**src/logic/gpt_pkg.sv**
```systemverilog
package gpt_pkg;
   // ***************************************************************
   // register map
   // ***************************************************************
   localparam logic [15:0] ADDR_OVERALL_CTRL = 16'h7400;
   localparam logic [15:0] ADDR_T1_CTRL = 16'h7404;
   localparam logic [15:0] ADDR_T2_CTRL = 16'h7408;
   localparam logic [15:0] ADDR_T1_CNT = 16'h7401;
   localparam logic [15:0] ADDR_T1_CMP = 16'h7402;
   localparam logic [15:0] ADDR_T1_PER = 16'h7403;
   localparam logic [15:0] ADDR_T2_CNT = 16'h7405;
   localparam logic [15:0] ADDR_T2_CMP = 16'h7406;
   localparam logic [15:0] ADDR_T2_PER = 16'h7407;
   localparam logic [15:0] CTRL_RESET = 16'h0000;
   localparam logic [15:0] CTRL_WMASK = 16'hDFFF;
   localparam logic [15:0] T1_CTRL_WMASK = 16'hDF7E;
   localparam logic [15:0] OVR_WMASK = 16'h004F;
   // ***************************************************************
   // field positions
   // ***************************************************************
   localparam int EMU_HI = 15;
   localparam int EMU_LO = 14;
   localparam int MODE_HI = 12;
   localparam int MODE_LO = 11;
   localparam int PSC_HI = 10;
   localparam int PSC_LO = 8;
   localparam int SWT1_BIT = 7;
   localparam int EN_BIT = 6;
   localparam int CLKS_HI = 5;
   localparam int CLKS_LO = 4;
   localparam int RLD_HI = 3;
   localparam int RLD_LO = 2;
   localparam int CMPEN_BIT = 1;
   localparam int PERSEL_BIT = 0;
   localparam int OE_BIT = 6;
   localparam int T2STAT_BIT = 14;
   localparam int T1STAT_BIT = 13;
   // ***************************************************************
   // encodings
   // ***************************************************************
   localparam logic [1:0] MODE_HOLD = 2'h0;
   localparam logic [1:0] MODE_UPDN = 2'h1;
   localparam logic [1:0] MODE_UP = 2'h2;
   localparam logic [1:0] MODE_DIR = 2'h3;
   localparam logic [1:0] POL_LOW = 2'h0;
   localparam logic [1:0] POL_ALOW = 2'h1;
   localparam logic [1:0] POL_AHIGH = 2'h2;
   localparam logic [1:0] POL_HIGH = 2'h3;
   localparam logic [1:0] RLD_ZERO = 2'h0;
   localparam logic [1:0] RLD_ZPER = 2'h1;
   localparam logic [1:0] RLD_IMM = 2'h2;
   localparam logic [1:0] EMU_NOW = 2'h0;
   localparam logic [1:0] EMU_END = 2'h1;
   localparam logic [1:0] CLK_INT = 2'h0;
   localparam logic [1:0] CLK_EXT = 2'h1;
   localparam logic [1:0] CLK_QEP = 2'h3;
endpackage

```
**src/logic/gpt_timer_pwm.sv**
```systemverilog
// Design decision made here: the strobed register port.
`timescale 1ns/1ps
`default_nettype none
module gpt_timer_pwm
   import gpt_pkg::*;
(
   // clock and reset
   input wire logic mclk_i,
   input wire logic rst_i,
   // register port
   input wire logic [15:0] addr_i,
   input wire logic [15:0] wdata_i,
   input wire logic wr_i,
   input wire logic rd_i,
   output logic [15:0] rdata_o,
   // pins and system inputs
   input wire logic tclkin_i,
   input wire logic tdir_i,
   input wire logic qep_clk_i,
   input wire logic qep_dir_i,
   input wire logic protect_n_i,
   input wire logic protect_mask_i,
   input wire logic emu_suspend_i,
   // pwm outputs
   output logic [1:0] pwm_o,
   output logic [1:0] pwm_oe_o,
   output logic [1:0] cmp_flag_o
);
   // ***************************************************************
   // state
   // ***************************************************************
   typedef struct packed {
      logic [1:0][15:0] ctrl;
      logic [1:0][15:0] cnt;
      logic [1:0][15:0] per;
      logic [1:0][15:0] cmp_sh;
      logic [1:0][15:0] cmp_act;
      logic [1:0][6:0] psc;
      logic [1:0] dir_up;
      logic [1:0] wave;
      logic [1:0] emu_stop;
      logic [1:0] cflag;
      logic [15:0] ovr;
      logic [15:0] rdata;
      logic [2:0] s_ext;
      logic [2:0] s_qc;
      logic [1:0] s_tdir;
      logic [1:0] s_qdir;
      logic [1:0] s_prot;
   } gpt_state_s;

   gpt_state_s st_ff, nxt_st;

   // prescaler terminal test, divide by 2^sel
   function automatic logic psc_done(input logic [6:0] c, input logic [2:0] sel);
      logic [6:0] lim;
      lim = 7'((8'h01 << sel) - 8'h01);
      return (c >= lim);
   endfunction

   logic [1:0] en_eff, tick, run, m_cmp, m_per, m_zero;
   logic [1:0][15:0] per_eff;
   logic ext_rise, qc_rise, prot_trip;

   // pin edges use only the second and third stages of each synchroniser
   assign ext_rise = st_ff.s_ext[1] & ~st_ff.s_ext[2];
   assign qc_rise = st_ff.s_qc[1] & ~st_ff.s_qc[2];
   assign prot_trip = ~st_ff.s_prot[1] & ~protect_mask_i;

   // ***************************************************************
   // next state
   // ***************************************************************
   always_comb begin
      nxt_st = st_ff;
      nxt_st.s_ext = {st_ff.s_ext[1:0], tclkin_i};
      nxt_st.s_qc = {st_ff.s_qc[1:0], qep_clk_i};
      nxt_st.s_tdir = {st_ff.s_tdir[0], tdir_i};
      nxt_st.s_qdir = {st_ff.s_qdir[0], qep_dir_i};
      nxt_st.s_prot = {st_ff.s_prot[0], protect_n_i};
      nxt_st.cflag = 2'h0;
      for (int t = 0; t < 2; t++) begin
         // timer2 follows timer1 enable on request
         en_eff[t] = (t == 1 && st_ff.ctrl[1][SWT1_BIT]) ? st_ff.ctrl[0][EN_BIT] : st_ff.ctrl[t][EN_BIT];
         // shared period register when selected
         per_eff[t] = (t == 1 && st_ff.ctrl[1][PERSEL_BIT]) ? st_ff.per[0] : st_ff.per[t];
         // emulation suspend handling
         run[t] = en_eff[t] && !st_ff.emu_stop[t] && st_ff.ctrl[t][MODE_HI:MODE_LO] != MODE_HOLD;
         if (emu_suspend_i && st_ff.ctrl[t][EMU_HI:EMU_LO] == EMU_NOW) begin
            run[t] = 1'b0;
         end
         tick[t] = 1'b0;
         m_cmp[t] = 1'b0;
         m_per[t] = 1'b0;
         m_zero[t] = 1'b0;
         if (!en_eff[t]) begin
            nxt_st.psc[t] = 7'h00; // disable clears prescaler, holds counter
         end else if (run[t]) begin
            // clock source select
            unique case (st_ff.ctrl[t][CLKS_HI:CLKS_LO])
               CLK_EXT: tick[t] = ext_rise;
               CLK_QEP: tick[t] = (t == 1 && !st_ff.ctrl[1][PERSEL_BIT]) ? qc_rise : 1'b0;
               CLK_INT: tick[t] = 1'b1;
               default: tick[t] = 1'b0;
            endcase
            // power-of-two prescale
            if (tick[t]) begin
               if (psc_done(st_ff.psc[t], st_ff.ctrl[t][PSC_HI:PSC_LO])) begin
                  nxt_st.psc[t] = 7'h00;
               end else begin
                  nxt_st.psc[t] = st_ff.psc[t] + 7'h01;
                  tick[t] = 1'b0;
               end
            end
         end
         // counting modes
         if (tick[t]) begin
            unique case (st_ff.ctrl[t][MODE_HI:MODE_LO])
               MODE_UP: begin
                  m_per[t] = (st_ff.cnt[t] == per_eff[t]);
                  nxt_st.cnt[t] = m_per[t] ? 16'h0000 : st_ff.cnt[t] + 16'h0001;
                  nxt_st.dir_up[t] = 1'b1;
               end
               MODE_UPDN, MODE_DIR: begin
                  if (st_ff.ctrl[t][MODE_HI:MODE_LO] == MODE_DIR) begin
                     nxt_st.dir_up[t] = (t == 1 && st_ff.ctrl[1][CLKS_HI:CLKS_LO] == CLK_QEP) ?
                        st_ff.s_qdir[1] : st_ff.s_tdir[1];
                  end
                  if (st_ff.dir_up[t]) begin
                     m_per[t] = (st_ff.cnt[t] == per_eff[t]);
                     if (m_per[t]) begin
                        nxt_st.dir_up[t] = 1'b0;
                        nxt_st.cnt[t] = st_ff.cnt[t] - 16'h0001;
                     end else begin
                        nxt_st.cnt[t] = st_ff.cnt[t] + 16'h0001;
                     end
                  end else if (st_ff.cnt[t] == 16'h0000) begin
                     nxt_st.dir_up[t] = 1'b1;
                     nxt_st.cnt[t] = 16'h0001;
                  end else begin
                     nxt_st.cnt[t] = st_ff.cnt[t] - 16'h0001;
                  end
               end
               default: ;
            endcase
            m_zero[t] = (st_ff.cnt[t] == 16'h0000);
            // emulation stop at end of period
            if (emu_suspend_i && st_ff.ctrl[t][EMU_HI:EMU_LO] == EMU_END && m_per[t]) begin
               nxt_st.emu_stop[t] = 1'b1;
            end
            // compare match, flag and wave one clock later
            m_cmp[t] = st_ff.ctrl[t][CMPEN_BIT] && (st_ff.cnt[t] == st_ff.cmp_act[t]) &&
               (st_ff.cmp_act[t] < per_eff[t] || st_ff.ctrl[t][MODE_HI:MODE_LO] == MODE_UP);
         end
         if (!emu_suspend_i) begin
            nxt_st.emu_stop[t] = 1'b0;
         end
         // shadow reload
         unique case (st_ff.ctrl[t][RLD_HI:RLD_LO])
            RLD_ZERO: if (m_zero[t]) nxt_st.cmp_act[t] = st_ff.cmp_sh[t];
            RLD_ZPER: if (m_zero[t] || m_per[t]) nxt_st.cmp_act[t] = st_ff.cmp_sh[t];
            RLD_IMM: nxt_st.cmp_act[t] = st_ff.cmp_sh[t];
            default: ;
         endcase
         // waveform generator, every transition one clock after its match
         if (m_cmp[t]) begin
            nxt_st.wave[t] = ~st_ff.wave[t];
            nxt_st.cflag[t] = 1'b1;
         end
         // period start in every mode: resetting on the zero count rather than the period
         // match keeps both edges equally delayed, so in up mode the pulse is period-compare+1 wide
         if (m_zero[t]) begin
            nxt_st.wave[t] = (nxt_st.cmp_act[t] == 16'h0000);
         end
         if (!st_ff.ctrl[t][CMPEN_BIT]) begin
            nxt_st.wave[t] = 1'b0;
         end
      end
      // protect input drops the global enable
      if (prot_trip) begin
         nxt_st.ovr[OE_BIT] = 1'b0;
      end
      // register writes; reserved bits masked
      if (wr_i) begin
         unique case (addr_i)
            ADDR_T1_CTRL: nxt_st.ctrl[0] = wdata_i & T1_CTRL_WMASK;
            ADDR_T2_CTRL: nxt_st.ctrl[1] = wdata_i & CTRL_WMASK;
            ADDR_T1_CNT: nxt_st.cnt[0] = wdata_i;
            ADDR_T2_CNT: nxt_st.cnt[1] = wdata_i;
            ADDR_T1_CMP: nxt_st.cmp_sh[0] = wdata_i;
            ADDR_T2_CMP: nxt_st.cmp_sh[1] = wdata_i;
            ADDR_T1_PER: nxt_st.per[0] = wdata_i;
            ADDR_T2_PER: nxt_st.per[1] = wdata_i;
            ADDR_OVERALL_CTRL: nxt_st.ovr = (wdata_i & OVR_WMASK) & {9'h1FF, ~prot_trip, 6'h3F};
            default: ;
         endcase
      end
      // read data stand one cycle after the strobe
      nxt_st.rdata = 16'h0000;
      if (rd_i) begin
         unique case (addr_i)
            ADDR_T1_CTRL: nxt_st.rdata = st_ff.ctrl[0];
            ADDR_T2_CTRL: nxt_st.rdata = st_ff.ctrl[1];
            ADDR_T1_CNT: nxt_st.rdata = st_ff.cnt[0];
            ADDR_T2_CNT: nxt_st.rdata = st_ff.cnt[1];
            ADDR_T1_CMP: nxt_st.rdata = st_ff.cmp_sh[0];
            ADDR_T2_CMP: nxt_st.rdata = st_ff.cmp_sh[1];
            ADDR_T1_PER: nxt_st.rdata = st_ff.per[0];
            ADDR_T2_PER: nxt_st.rdata = st_ff.per[1];
            ADDR_OVERALL_CTRL: begin
               nxt_st.rdata = st_ff.ovr;
               nxt_st.rdata[T2STAT_BIT] = st_ff.dir_up[1];
               nxt_st.rdata[T1STAT_BIT] = st_ff.dir_up[0];
            end
            default: nxt_st.rdata = 16'h0000;
         endcase
      end
   end

   // ***************************************************************
   // registers
   // ***************************************************************
   always_ff @(posedge mclk_i) begin
      if (rst_i) begin
         // direction status reads as counting up and protect as idle high after reset
         st_ff <= '0;
         st_ff.dir_up <= 2'h3;
         st_ff.s_prot <= 2'h3;
      end else begin
         st_ff <= nxt_st;
      end
   end

   // ***************************************************************
   // output logic
   // ***************************************************************
   always_comb begin
      rdata_o = st_ff.rdata;
      cmp_flag_o = st_ff.cflag;
      for (int t = 0; t < 2; t++) begin
         // polarity decode
         unique case (st_ff.ovr[2*t+1 -: 2])
            POL_LOW: pwm_o[t] = 1'b0;
            POL_ALOW: pwm_o[t] = ~st_ff.wave[t];
            POL_AHIGH: pwm_o[t] = st_ff.wave[t];
            POL_HIGH: pwm_o[t] = 1'b1;
            default: pwm_o[t] = 1'b0;
         endcase
         // tri-state conditions
         pwm_oe_o[t] = st_ff.ovr[OE_BIT] & st_ff.ctrl[t][CMPEN_BIT] & ~prot_trip;
      end
   end

   // ***************************************************************
   // checks
   // ***************************************************************
   property p_oe_off;
      @(posedge mclk_i) disable iff (rst_i) !st_ff.ovr[OE_BIT] |-> pwm_oe_o == 2'h0;
   endproperty
   a_oe_off: assert property (p_oe_off) else $error("pwm driven with output enable clear");

   property p_forced_high;
      @(posedge mclk_i) disable iff (rst_i) st_ff.ovr[1:0] == POL_HIGH |-> pwm_o[0];
   endproperty
   a_forced_high: assert property (p_forced_high) else $error("forced high not high");

   property p_flag_delay;
      @(posedge mclk_i) disable iff (rst_i) m_cmp[0] && !m_per[0] && !m_zero[0] |=> cmp_flag_o[0];
   endproperty
   a_flag_delay: assert property (p_flag_delay) else $error("compare flag late");

   property p_follow;
      @(posedge mclk_i) disable iff (rst_i) st_ff.ovr[1:0] == POL_ALOW |-> pwm_o[0] == ~st_ff.wave[0];
   endproperty
   a_follow: assert property (p_follow) else $error("active low not inverted");

   property p_res13;
      @(posedge mclk_i) disable iff (rst_i) st_ff.ctrl[0][13] == 1'b0 && st_ff.ctrl[1][13] == 1'b0;
   endproperty
   a_res13: assert property (p_res13) else $error("reserved bit set");

   property p_hold;
      @(posedge mclk_i) disable iff (rst_i) !en_eff[0] && !wr_i |=> $stable(st_ff.cnt[0]);
   endproperty
   a_hold: assert property (p_hold) else $error("disabled counter moved");

   property p_cmp_off;
      @(posedge mclk_i) disable iff (rst_i) !st_ff.ctrl[1][CMPEN_BIT] |=> !st_ff.wave[1];
   endproperty
   a_cmp_off: assert property (p_cmp_off) else $error("wave with compare off");

   property p_up_per;
      @(posedge mclk_i) disable iff (rst_i)
         m_zero[0] && st_ff.ctrl[0][CMPEN_BIT]
         && !wr_i |=> st_ff.wave[0] == (st_ff.cmp_act[0] == 16'h0000);
   endproperty
   a_up_per: assert property (p_up_per) else $error("period start wave wrong");

   property p_forced_low;
      @(posedge mclk_i) disable iff (rst_i) st_ff.ovr[1:0] == POL_LOW |-> !pwm_o[0];
   endproperty
   a_forced_low: assert property (p_forced_low) else $error("forced low not low");

   property p_t2_high;
      @(posedge mclk_i) disable iff (rst_i) st_ff.ovr[3:2] == POL_AHIGH |-> pwm_o[1] == st_ff.wave[1];
   endproperty
   a_t2_high: assert property (p_t2_high) else $error("active high not following");

   property p_psc_clear;
      @(posedge mclk_i) disable iff (rst_i) !en_eff[0] |=> st_ff.psc[0] == 7'h00;
   endproperty
   a_psc_clear: assert property (p_psc_clear) else $error("prescaler kept while disabled");

   property p_cmp_oe;
      @(posedge mclk_i) disable iff (rst_i) !st_ff.ctrl[0][CMPEN_BIT] |-> !pwm_oe_o[0];
   endproperty
   a_cmp_oe: assert property (p_cmp_oe) else $error("pwm driven with compare off");

   property p_prot_oe;
      @(posedge mclk_i) disable iff (rst_i) prot_trip |-> pwm_oe_o == 2'h0;
   endproperty
   a_prot_oe: assert property (p_prot_oe) else $error("pwm driven during protect");

   property p_t2_follow;
      @(posedge mclk_i) disable iff (rst_i) st_ff.ctrl[1][SWT1_BIT] |-> en_eff[1] == st_ff.ctrl[0][EN_BIT];
   endproperty
   a_t2_follow: assert property (p_t2_follow) else $error("timer2 not following timer1");

   property p_imm_reload;
      @(posedge mclk_i) disable iff (rst_i)
         st_ff.ctrl[0][RLD_HI:RLD_LO] == RLD_IMM |=> st_ff.cmp_act[0] == $past(st_ff.cmp_sh[0]);
   endproperty
   a_imm_reload: assert property (p_imm_reload) else $error("immediate reload missed");

   property p_tick_only;
      @(posedge mclk_i) disable iff (rst_i) !tick[0] && !wr_i |=> $stable(st_ff.cnt[0]);
   endproperty
   a_tick_only: assert property (p_tick_only) else $error("counter moved without tick");

   property p_mode_hold;
      @(posedge mclk_i) disable iff (rst_i) st_ff.ctrl[0][MODE_HI:MODE_LO] == MODE_HOLD |-> !tick[0];
   endproperty
   a_mode_hold: assert property (p_mode_hold) else $error("tick in hold mode");

   // a debugger halt must freeze the count at once when the field asks for it
   property p_emu_now;
      @(posedge mclk_i) disable iff (rst_i)
         emu_suspend_i && st_ff.ctrl[0][EMU_HI:EMU_LO] == EMU_NOW |-> !tick[0];
   endproperty
   a_emu_now: assert property (p_emu_now) else $error("tick during suspend");
endmodule
`default_nettype wire

```
**config.mk**
```make
export PLATFORM = sky130hd
export DESIGN_NAME = gpt_timer_pwm
export DESIGN_NICKNAME = d
export VERILOG_FILES = /design/src/logic/gpt_pkg.sv /design/src/logic/gpt_timer_pwm.sv
export SDC_FILE = /design/constraint.sdc
export NUM_CORES = 1
export LEC_CHECK = 0
export BUFFER_PORTS_ARGS = -buffer_cell sky130_fd_sc_hd__buf_4
export CAP_MARGIN = 20
export CORE_UTILIZATION = 67
export CTS_CLUSTER_SIZE = 12
export DETAILED_ROUTE_END_ITERATION = 6
export GPL_TIMING_DRIVEN = 0
export PLACE_DENSITY_LB_ADDON = 0.1
export SLEW_MARGIN = 10
export SYNTH_ARGS = -nofsm -noshare
export SYNTH_HDL_FRONTEND = slang
export SYNTH_SLANG_ARGS = --single-unit
```
**constraint.sdc**
```tcl
create_clock -name mclk_i -period 6.15 [get_ports mclk_i]
set_clock_uncertainty 0.05 [all_clocks]
set_input_delay 0.9225 -clock mclk_i [delete_from_list [all_inputs] [get_ports mclk_i]]
set_output_delay 0.9225 -clock mclk_i [all_outputs]
set_load 0.02 [all_outputs]
```
==> flow_summary.toml, run 1 <==
[sta]
final_hold_viol_count = 0
whs_ps = 370
worst_slack_ps = 1460
drv_slew = 0
slew_headroom_pct = 28.3
tightest_slew_ps = 1070
setup_viol = 0
final.setup.tns_ps = 0
rsz0062_at_grt = "false"
max_freq_ghz = 0.213
period_minus_slack_ps = 4690
fin_crit_sh_pct = 76.2

[hold_path]
hp-class = "reg2reg"

[cts]
htreeDepth = 1
cts.clk_slew.worst_paths_ps = 60
cts_buffers = 23
cts_buffer_depth = 3
cts_setup_buffers = 0
holdBufCountCts = 0
clk_latency_ps = 530
cts_resized = 0
tritoncts = "done"
cts_sinks = 211
cts-root-buf = "clkbuf_16"

[synthesis]
async_reset_ff_share_pct = 0
synth_nets = 1758
synth-main-ff-cell = "dfxtp_1"
netlist_area_um2 = 13000
ys_ff_latch = 211
yosys.area.top_type = "dfxtp_1"
synth_cell_types = 84
yosysMostFrequentCell = "nand2_1"
syn_avg_cell_area_um2 = 7.80
ys_warn_count = 0
synthTopCellsByArea = "dfxtp_1, nand2_1, a21oi_1"
seq_area_frac_synth_pct = 32.5
synth_edf_count = 0
synth_top_area_share_pct = 32.5
netlist_top_cells_count = "nand2_1, dfxtp_1, a21oi_1"
postSynthCellCount = 1664

[routing]
drt-initial-drc-count = 2507
drt-pass1-iter-count = 7
via_per_inst = 7.05
antenna_left = 0
wirelength_um = 51300
vias = 14152
drc = 1
wl_per_cell_um = 25.6

[power]
powerDensity_nw_per_um2 = 197
ir_drop_mv = 0.239
p_leak_nw = 5.15

[placement]
dp_hpwl_um = 37200
place_area_um2 = 13700
dp_slack_ps = 1640
port_buffers = 49
finalWeightedCongestion = 1.10
dp.cells = 1974

[layout]
design_area_um2 = 14400
syn2layout_area_growth_pct = 10.8
nNetsFinal = 1833
fin_cells = 2007
diodes = 0
drive_above_1_share_pct = 9.04

[flow_run]
drv_cap = 0

[setup_path]
crit_path_max_fanout = 10
crit_buf_inv = 3
cp-start-kind = "flop"
crit_type = "reg2reg"
crit_required_ps = 6480
slowest_stage = "clkbuf_1"
end_kind = "flop"
cp_top_family = "compound AO/OA/AOI/OAI gates"
cp_cell_sequence = "clkbuf_1, or3_1, ha_1, buf_1, nor3_1, a21o_1, a21oi_1, ha_1, a21o_1, a211oi_1, o21a_1, nor2_1, a21oi_1, clkbuf_1, mux2i_1, nor2_1"
worstPathArrival_ps = 5010
cpPeakStageDelay_ps = 620

[die]
fp.dieH_um = 141
die_w_um = 141
rows = 50
design.die.area_um2 = 19900
initial_core_util_pct = 69.0
coreArea_um2 = 18800
io_pins = 65

[global_routing]
grt_pass1_wl_um = 76600
first_global_vias = 13201
grt-ovfl-total = 0
grt_antenna_before_repair = 1
grt.total_usage_pct = 51.2
grt_max_degree = 13

[run_status]
violations = "DRC"
outcome = "complete, but fails checks"
layout by cell type, fill, tap and decap left out, types with 7 or more instances in the layout:
| cell type | synthesis | final |
|---|---|---|
| or3_1 | 15 | 15 |
| o21ai_0 | 39 | 39 |
| buf_4 | 28 | 77 |
| nor3_1 | 26 | 26 |
| and2_1 | 10 | 10 |
| clkbuf_1 | 119 | 119 |
| and3_1 | 20 | 20 |
| ha_1 | 51 | 51 |
| o2111ai_1 | 8 | 8 |
| o311ai_0 | 7 | 7 |
| o21a_1 | 10 | 10 |
| mux2i_1 | 63 | 63 |
| a222oi_1 | 8 | 8 |
| a22oi_1 | 9 | 9 |
| or2_2 | 10 | 10 |
| o211ai_1 | 11 | 11 |
| a21oi_1 | 153 | 153 |
| nor2b_1 | 18 | 18 |
| nor4_1 | 28 | 28 |
| a21o_1 | 14 | 14 |
| dfxtp_1 | 211 | 211 |
| a31oi_1 | 19 | 19 |
| a22o_1 | 14 | 14 |
| nand4_1 | 19 | 19 |
| xnor2_1 | 61 | 61 |
| a221o_1 | 8 | 8 |
| nor2_1 | 114 | 114 |
| inv_1 | 38 | 38 |
| nand2b_1 | 10 | 10 |
| mux2_2 | 8 | 8 |
| or4_1 | 9 | 9 |
| a211oi_1 | 11 | 11 |
| clkbuf_16 | 0 | 23 |
| a221oi_1 | 17 | 17 |
| nand3_1 | 44 | 44 |
| nand2_1 | 298 | 298 |
| xor2_1 | 21 | 21 |
logic make-up (layout without fill, tap and decap cells):
logic type	Yosys count	after routing	share of synthesized area [%]
adder cells (fa/ha/maj)	51	51	4.91
flip-flops	211	211	32.5
buffers and inverters	200	283	6.99
multiplexers	74	74	6.07
XOR/XNOR	82	82	5.53
AO/OA/AOI/OAI	394	394	20.3
AND/OR/NAND/NOR	652	652	23.7
where the power goes:
part           internal (mW)  switching (mW)
clock network          0.779           0.566
logic                 0.0290          0.0866
registers               1.37         0.00178
final cells by class:
class / instances / area, um2
Sequential cell: 211 / 4220
Tap cell: 260 / 325
Buffer: 162 / 766
Timing Repair Buffer: 50 / 373
Clock inverter: 8 / 96.3
Clock buffer: 25 / 603
Fill cell: 1422 / 4440
Inverter: 38 / 143
Multi-Input combinational cell: 1253 / 7860
flip-flops by register name, summed over array words and instances (netlist names):
register    flops
en_eff          1
st_ff         169
cmp_flag_o      2
nxt_st          7
rdata_o        16
per_eff        16
per-stage QoR:
step | total power, mW | utilization (%)
2_1_floorplan | 1.45 | -
3_3_place_gp | 1.51 | 72.7
3_5_place_dp | 1.51 | 72.7
4_1_cts | 2.81 | 76.4
5_1_grt | 2.87 | 76.4
6_report | 2.83 | 76.4
worst reg2reg max path, stage by stage (launching register included):
cell and delay [ps]:
dfxtp_1 300, clkbuf_1 260, or3_1 480, ha_1 220
buf_1 170, nor3_1 160, a21o_1 110, a21oi_1 60
ha_1 320, a21o_1 190, a211oi_1 230, o21a_1 250
nor2_1 200, a21oi_1 520, clkbuf_1 620, mux2i_1 320
nor2_1 70
path summary, 6_finish.rpt:
| path | startpoint | end | slack [ps] | depth (start not counted) |
|---|---|---|---|---|
| worst min-delay path | nxt_st[1] | st_ff[1] | 370 | 1 |
| worst max register to register | st_ff[202] | st_ff[73] | 1460 | 16 |
| worst min register to register | nxt_st[1] | st_ff[1] | 370 | 1 |
| worst max-delay path | st_ff[202] | st_ff[73] | 1460 | 16 |
per-layer routing:
metal | global-route usage (%) | vias to the layer above | share of wire [%] | wire, um
met5 | 0 | - | 0.025 | 13
met4 | 32.8 | 2 | 7.6 | 3910
met3 | 17.9 | 347 | 16 | 8200
met2 | 75.8 | 1229 | 41 | 21200
met1 | 63.4 | 6519 | 35 | 18000
li1 | - | 6055 | - | -
Power figures use the tool's default switching activity.
==> run 2: changes to the inputs <==
--- a/config.mk
+++ b/config.mk
@@ -7,7 +7,7 @@
 export LEC_CHECK = 0
 export BUFFER_PORTS_ARGS = -buffer_cell sky130_fd_sc_hd__buf_4
 export CAP_MARGIN = 20
-export CORE_UTILIZATION = 67
+export CORE_UTILIZATION = 56
 export CTS_CLUSTER_SIZE = 12
 export DETAILED_ROUTE_END_ITERATION = 6
 export GPL_TIMING_DRIVEN = 0
==> constraint.sdc (replaced) <==
create_clock -name mclk_i -period 4 [get_ports mclk_i]
set_clock_uncertainty 0.05 [all_clocks]
set_input_delay 0.6 -clock mclk_i [delete_from_list [all_inputs] [get_ports mclk_i]]
set_output_delay 0.6 -clock mclk_i [all_outputs]
set_load 0.02 [all_outputs]
==> flow_summary.toml, run 2 (same netlist as run 1, synthesis figures left out) <==
[die]
design.die.area_um2 = 23800
initial_core_util_pct = 57.2
rows = 55
fp.dieH_um = 154
coreArea_um2 = 22700
io_pins = 65
die_w_um = 154

[layout]
syn2layout_area_growth_pct = 11.6
fin_util_pct = 63.8
final_cell_mix = "nand2_1, dfxtp_1, a21oi_1, clkbuf_1, nor2_1"
nNetsFinal = 1834
final_common_cell = "nand2_1"
drive_above_1_share_pct = 9.79
largest_reg_flops = 169
largest_register = "st_ff"
diodes = 0

[sta]
setup_viol = 0
whs_ps = 209
final_hold_viol_count = 0
rsz0062_at_grt = "false"
worst_slack_ps = 71.2
period_minus_slack_ps = 3930
drv_slew = 0
tightest_slew_ps = 1060
slew_headroom_pct = 29.5
fin_crit_sh_pct = 98.2
max_freq_ghz = 0.255

[setup_path]
reg2reg_from = "st_ff[178]"
worstPathArrival_ps = 4270
end_kind = "flop"
crit_type = "reg2reg"
rr_endpoint = "st_ff[191]"
crit_required_ps = 4340
cp-startpoint = "st_ff[178]"
ff2ff_path_depth = 11
cp-start-kind = "flop"
rrSetupSlack_ps = 70
cp-endpoint = "st_ff[191]"
crit_path_max_fanout = 9

[global_routing]
grt_pass1_wl_um = 76700
grt_antenna_before_repair = 0
grt.total_usage_pct = 43.1
grt-ovfl-total = 0
first_global_vias = 12553
grt_max_degree = 13

[routing]
antenna_left = 0
wl_per_cell_um = 25.6
drt-initial-drc-count = 1890
wl_met3_um = 6780
vias = 13671
wirelength_um = 52200
via_per_inst = 6.69
drt-pass1-iter-count = 7
route.layer.met1.wl_um = 20500
drc = 0
top_layer = "met4"
wl_met2_um = 21800

[flow_run]
drv_cap = 0

[power]
power_frac_comb_pct = 4.1
p_clk_share_pct = 47.7
p_int_mw = 3.32
p_leak_nw = 5.19
powerDensity_nw_per_um2 = 302
p_sw_mw = 1.06
seq_power_share_pct = 48.2
swShare_pct = 24.3
ir_drop_mv = 0.347

[cts]
cts_buffers = 24
cts_buffer_depth = 3
clk_latency_ps = 540
htreeDepth = 1
cts-root-buf = "clkbuf_16"
cts_sinks = 211
tritoncts = "done"
cts.clk_slew.worst_paths_ps = 60

[placement]
port_buffers = 49
finalWeightedCongestion = 1.05
dp_hpwl_um = 38600
dp_slack_ps = -514

[hold_path]
hp-class = "in2reg"

[run_status]
outcome = "finished clean"
[run 2: cell types whose count changed in the layout (fill, tap and decap cells not counted), sizes merged]
| cell | change |
|---|---|
| bufinv | -2 |
| clkinvlp | +1 |
| inv | -1 |
| clkinv | +3 |
| clkbuf | +7 |
| buf | +2 |
[run 2: timing repair]
| action | CTS | global route |
|---|---|---|
| hold buffers | 0 | 0 |
| setup endpoints to repair | 33 | 28 |
| gates resized for setup | 7 | 15 |
| gates cloned | 0 | 0 |
| setup buffers | 0 | 0 |
[run 2: layout make-up]
| type | instances | area [um2] |
|---|---|---|
| inverters | 38 | 143 |
| well taps | 285 | 357 |
| fillers | 2086 | 8220 |
| repair buffers | 51 | 377 |
| flip-flops and latches | 211 | 4220 |
| multi-input cells | 1253 | 7890 |
| clock inverters | 9 | 61.3 |
| clock buffers | 34 | 668 |
| plain buffers | 161 | 777 |
[run 2: metal layers]
layer | GRT usage, % | vias up
li1 | - | 6073
met1 | 56.8 | 6457
met2 | 64.9 | 934
met3 | 10.9 | 207
met4 | 22.6 | 0
met5 | 0 | -
[run 2: power by group through the flow]
stage / Sequential [mW] / Clock [mW] / Combinational [mW]
final: 2.11 / 2.09 / 0.180
after global routing: 2.11 / 2.17 / 0.183
after CTS: 2.11 / 2.08 / 0.172
after detailed placement: 2.16 / 0 / 0.171
after global placement: 2.16 / 0 / 0.172
after floorplan: 2.15 / 0 / 0.0765
[run 2: worst max-delay path, cell delays in order (launching register included)]
cell	delay [ps]
dfxtp_1	320
clkbuf_1	290
inv_1	200
ha_1	210
or3b_4	420
or4b_4	550
or4_4	550
o21ai_2	330
a21oi_2	190
a221o_1	370
o2111ai_1	170
a21oi_1	130
[run 2: per-stage QoR]
stage	cells	cell area (um2)	total power [mW]	setup TNS [ps]
floorplan	1664	13000	2.23	0
global placement	1998	13700	2.33	-8270
detailed placement	2000	13700	2.33	-7670
CTS	2043	14500	4.37	-0.454
global route	2042	14500	4.46	0
finish	2042	14500	4.38	0
[run 2: worst min path at each step]
stage	start	slack, ps	depth (start not counted)	end
after floorplan	nxt_st[1]	340	1	st_ff[1]
after detailed placement	nxt_st[1]	360	1	st_ff[1]
after global placement	nxt_st[1]	350	1	st_ff[1]
after CTS	protect_n_i	210	2	nxt_st[1]
after global routing	protect_n_i	210	2	nxt_st[1]
final	protect_n_i	210	2	nxt_st[1]
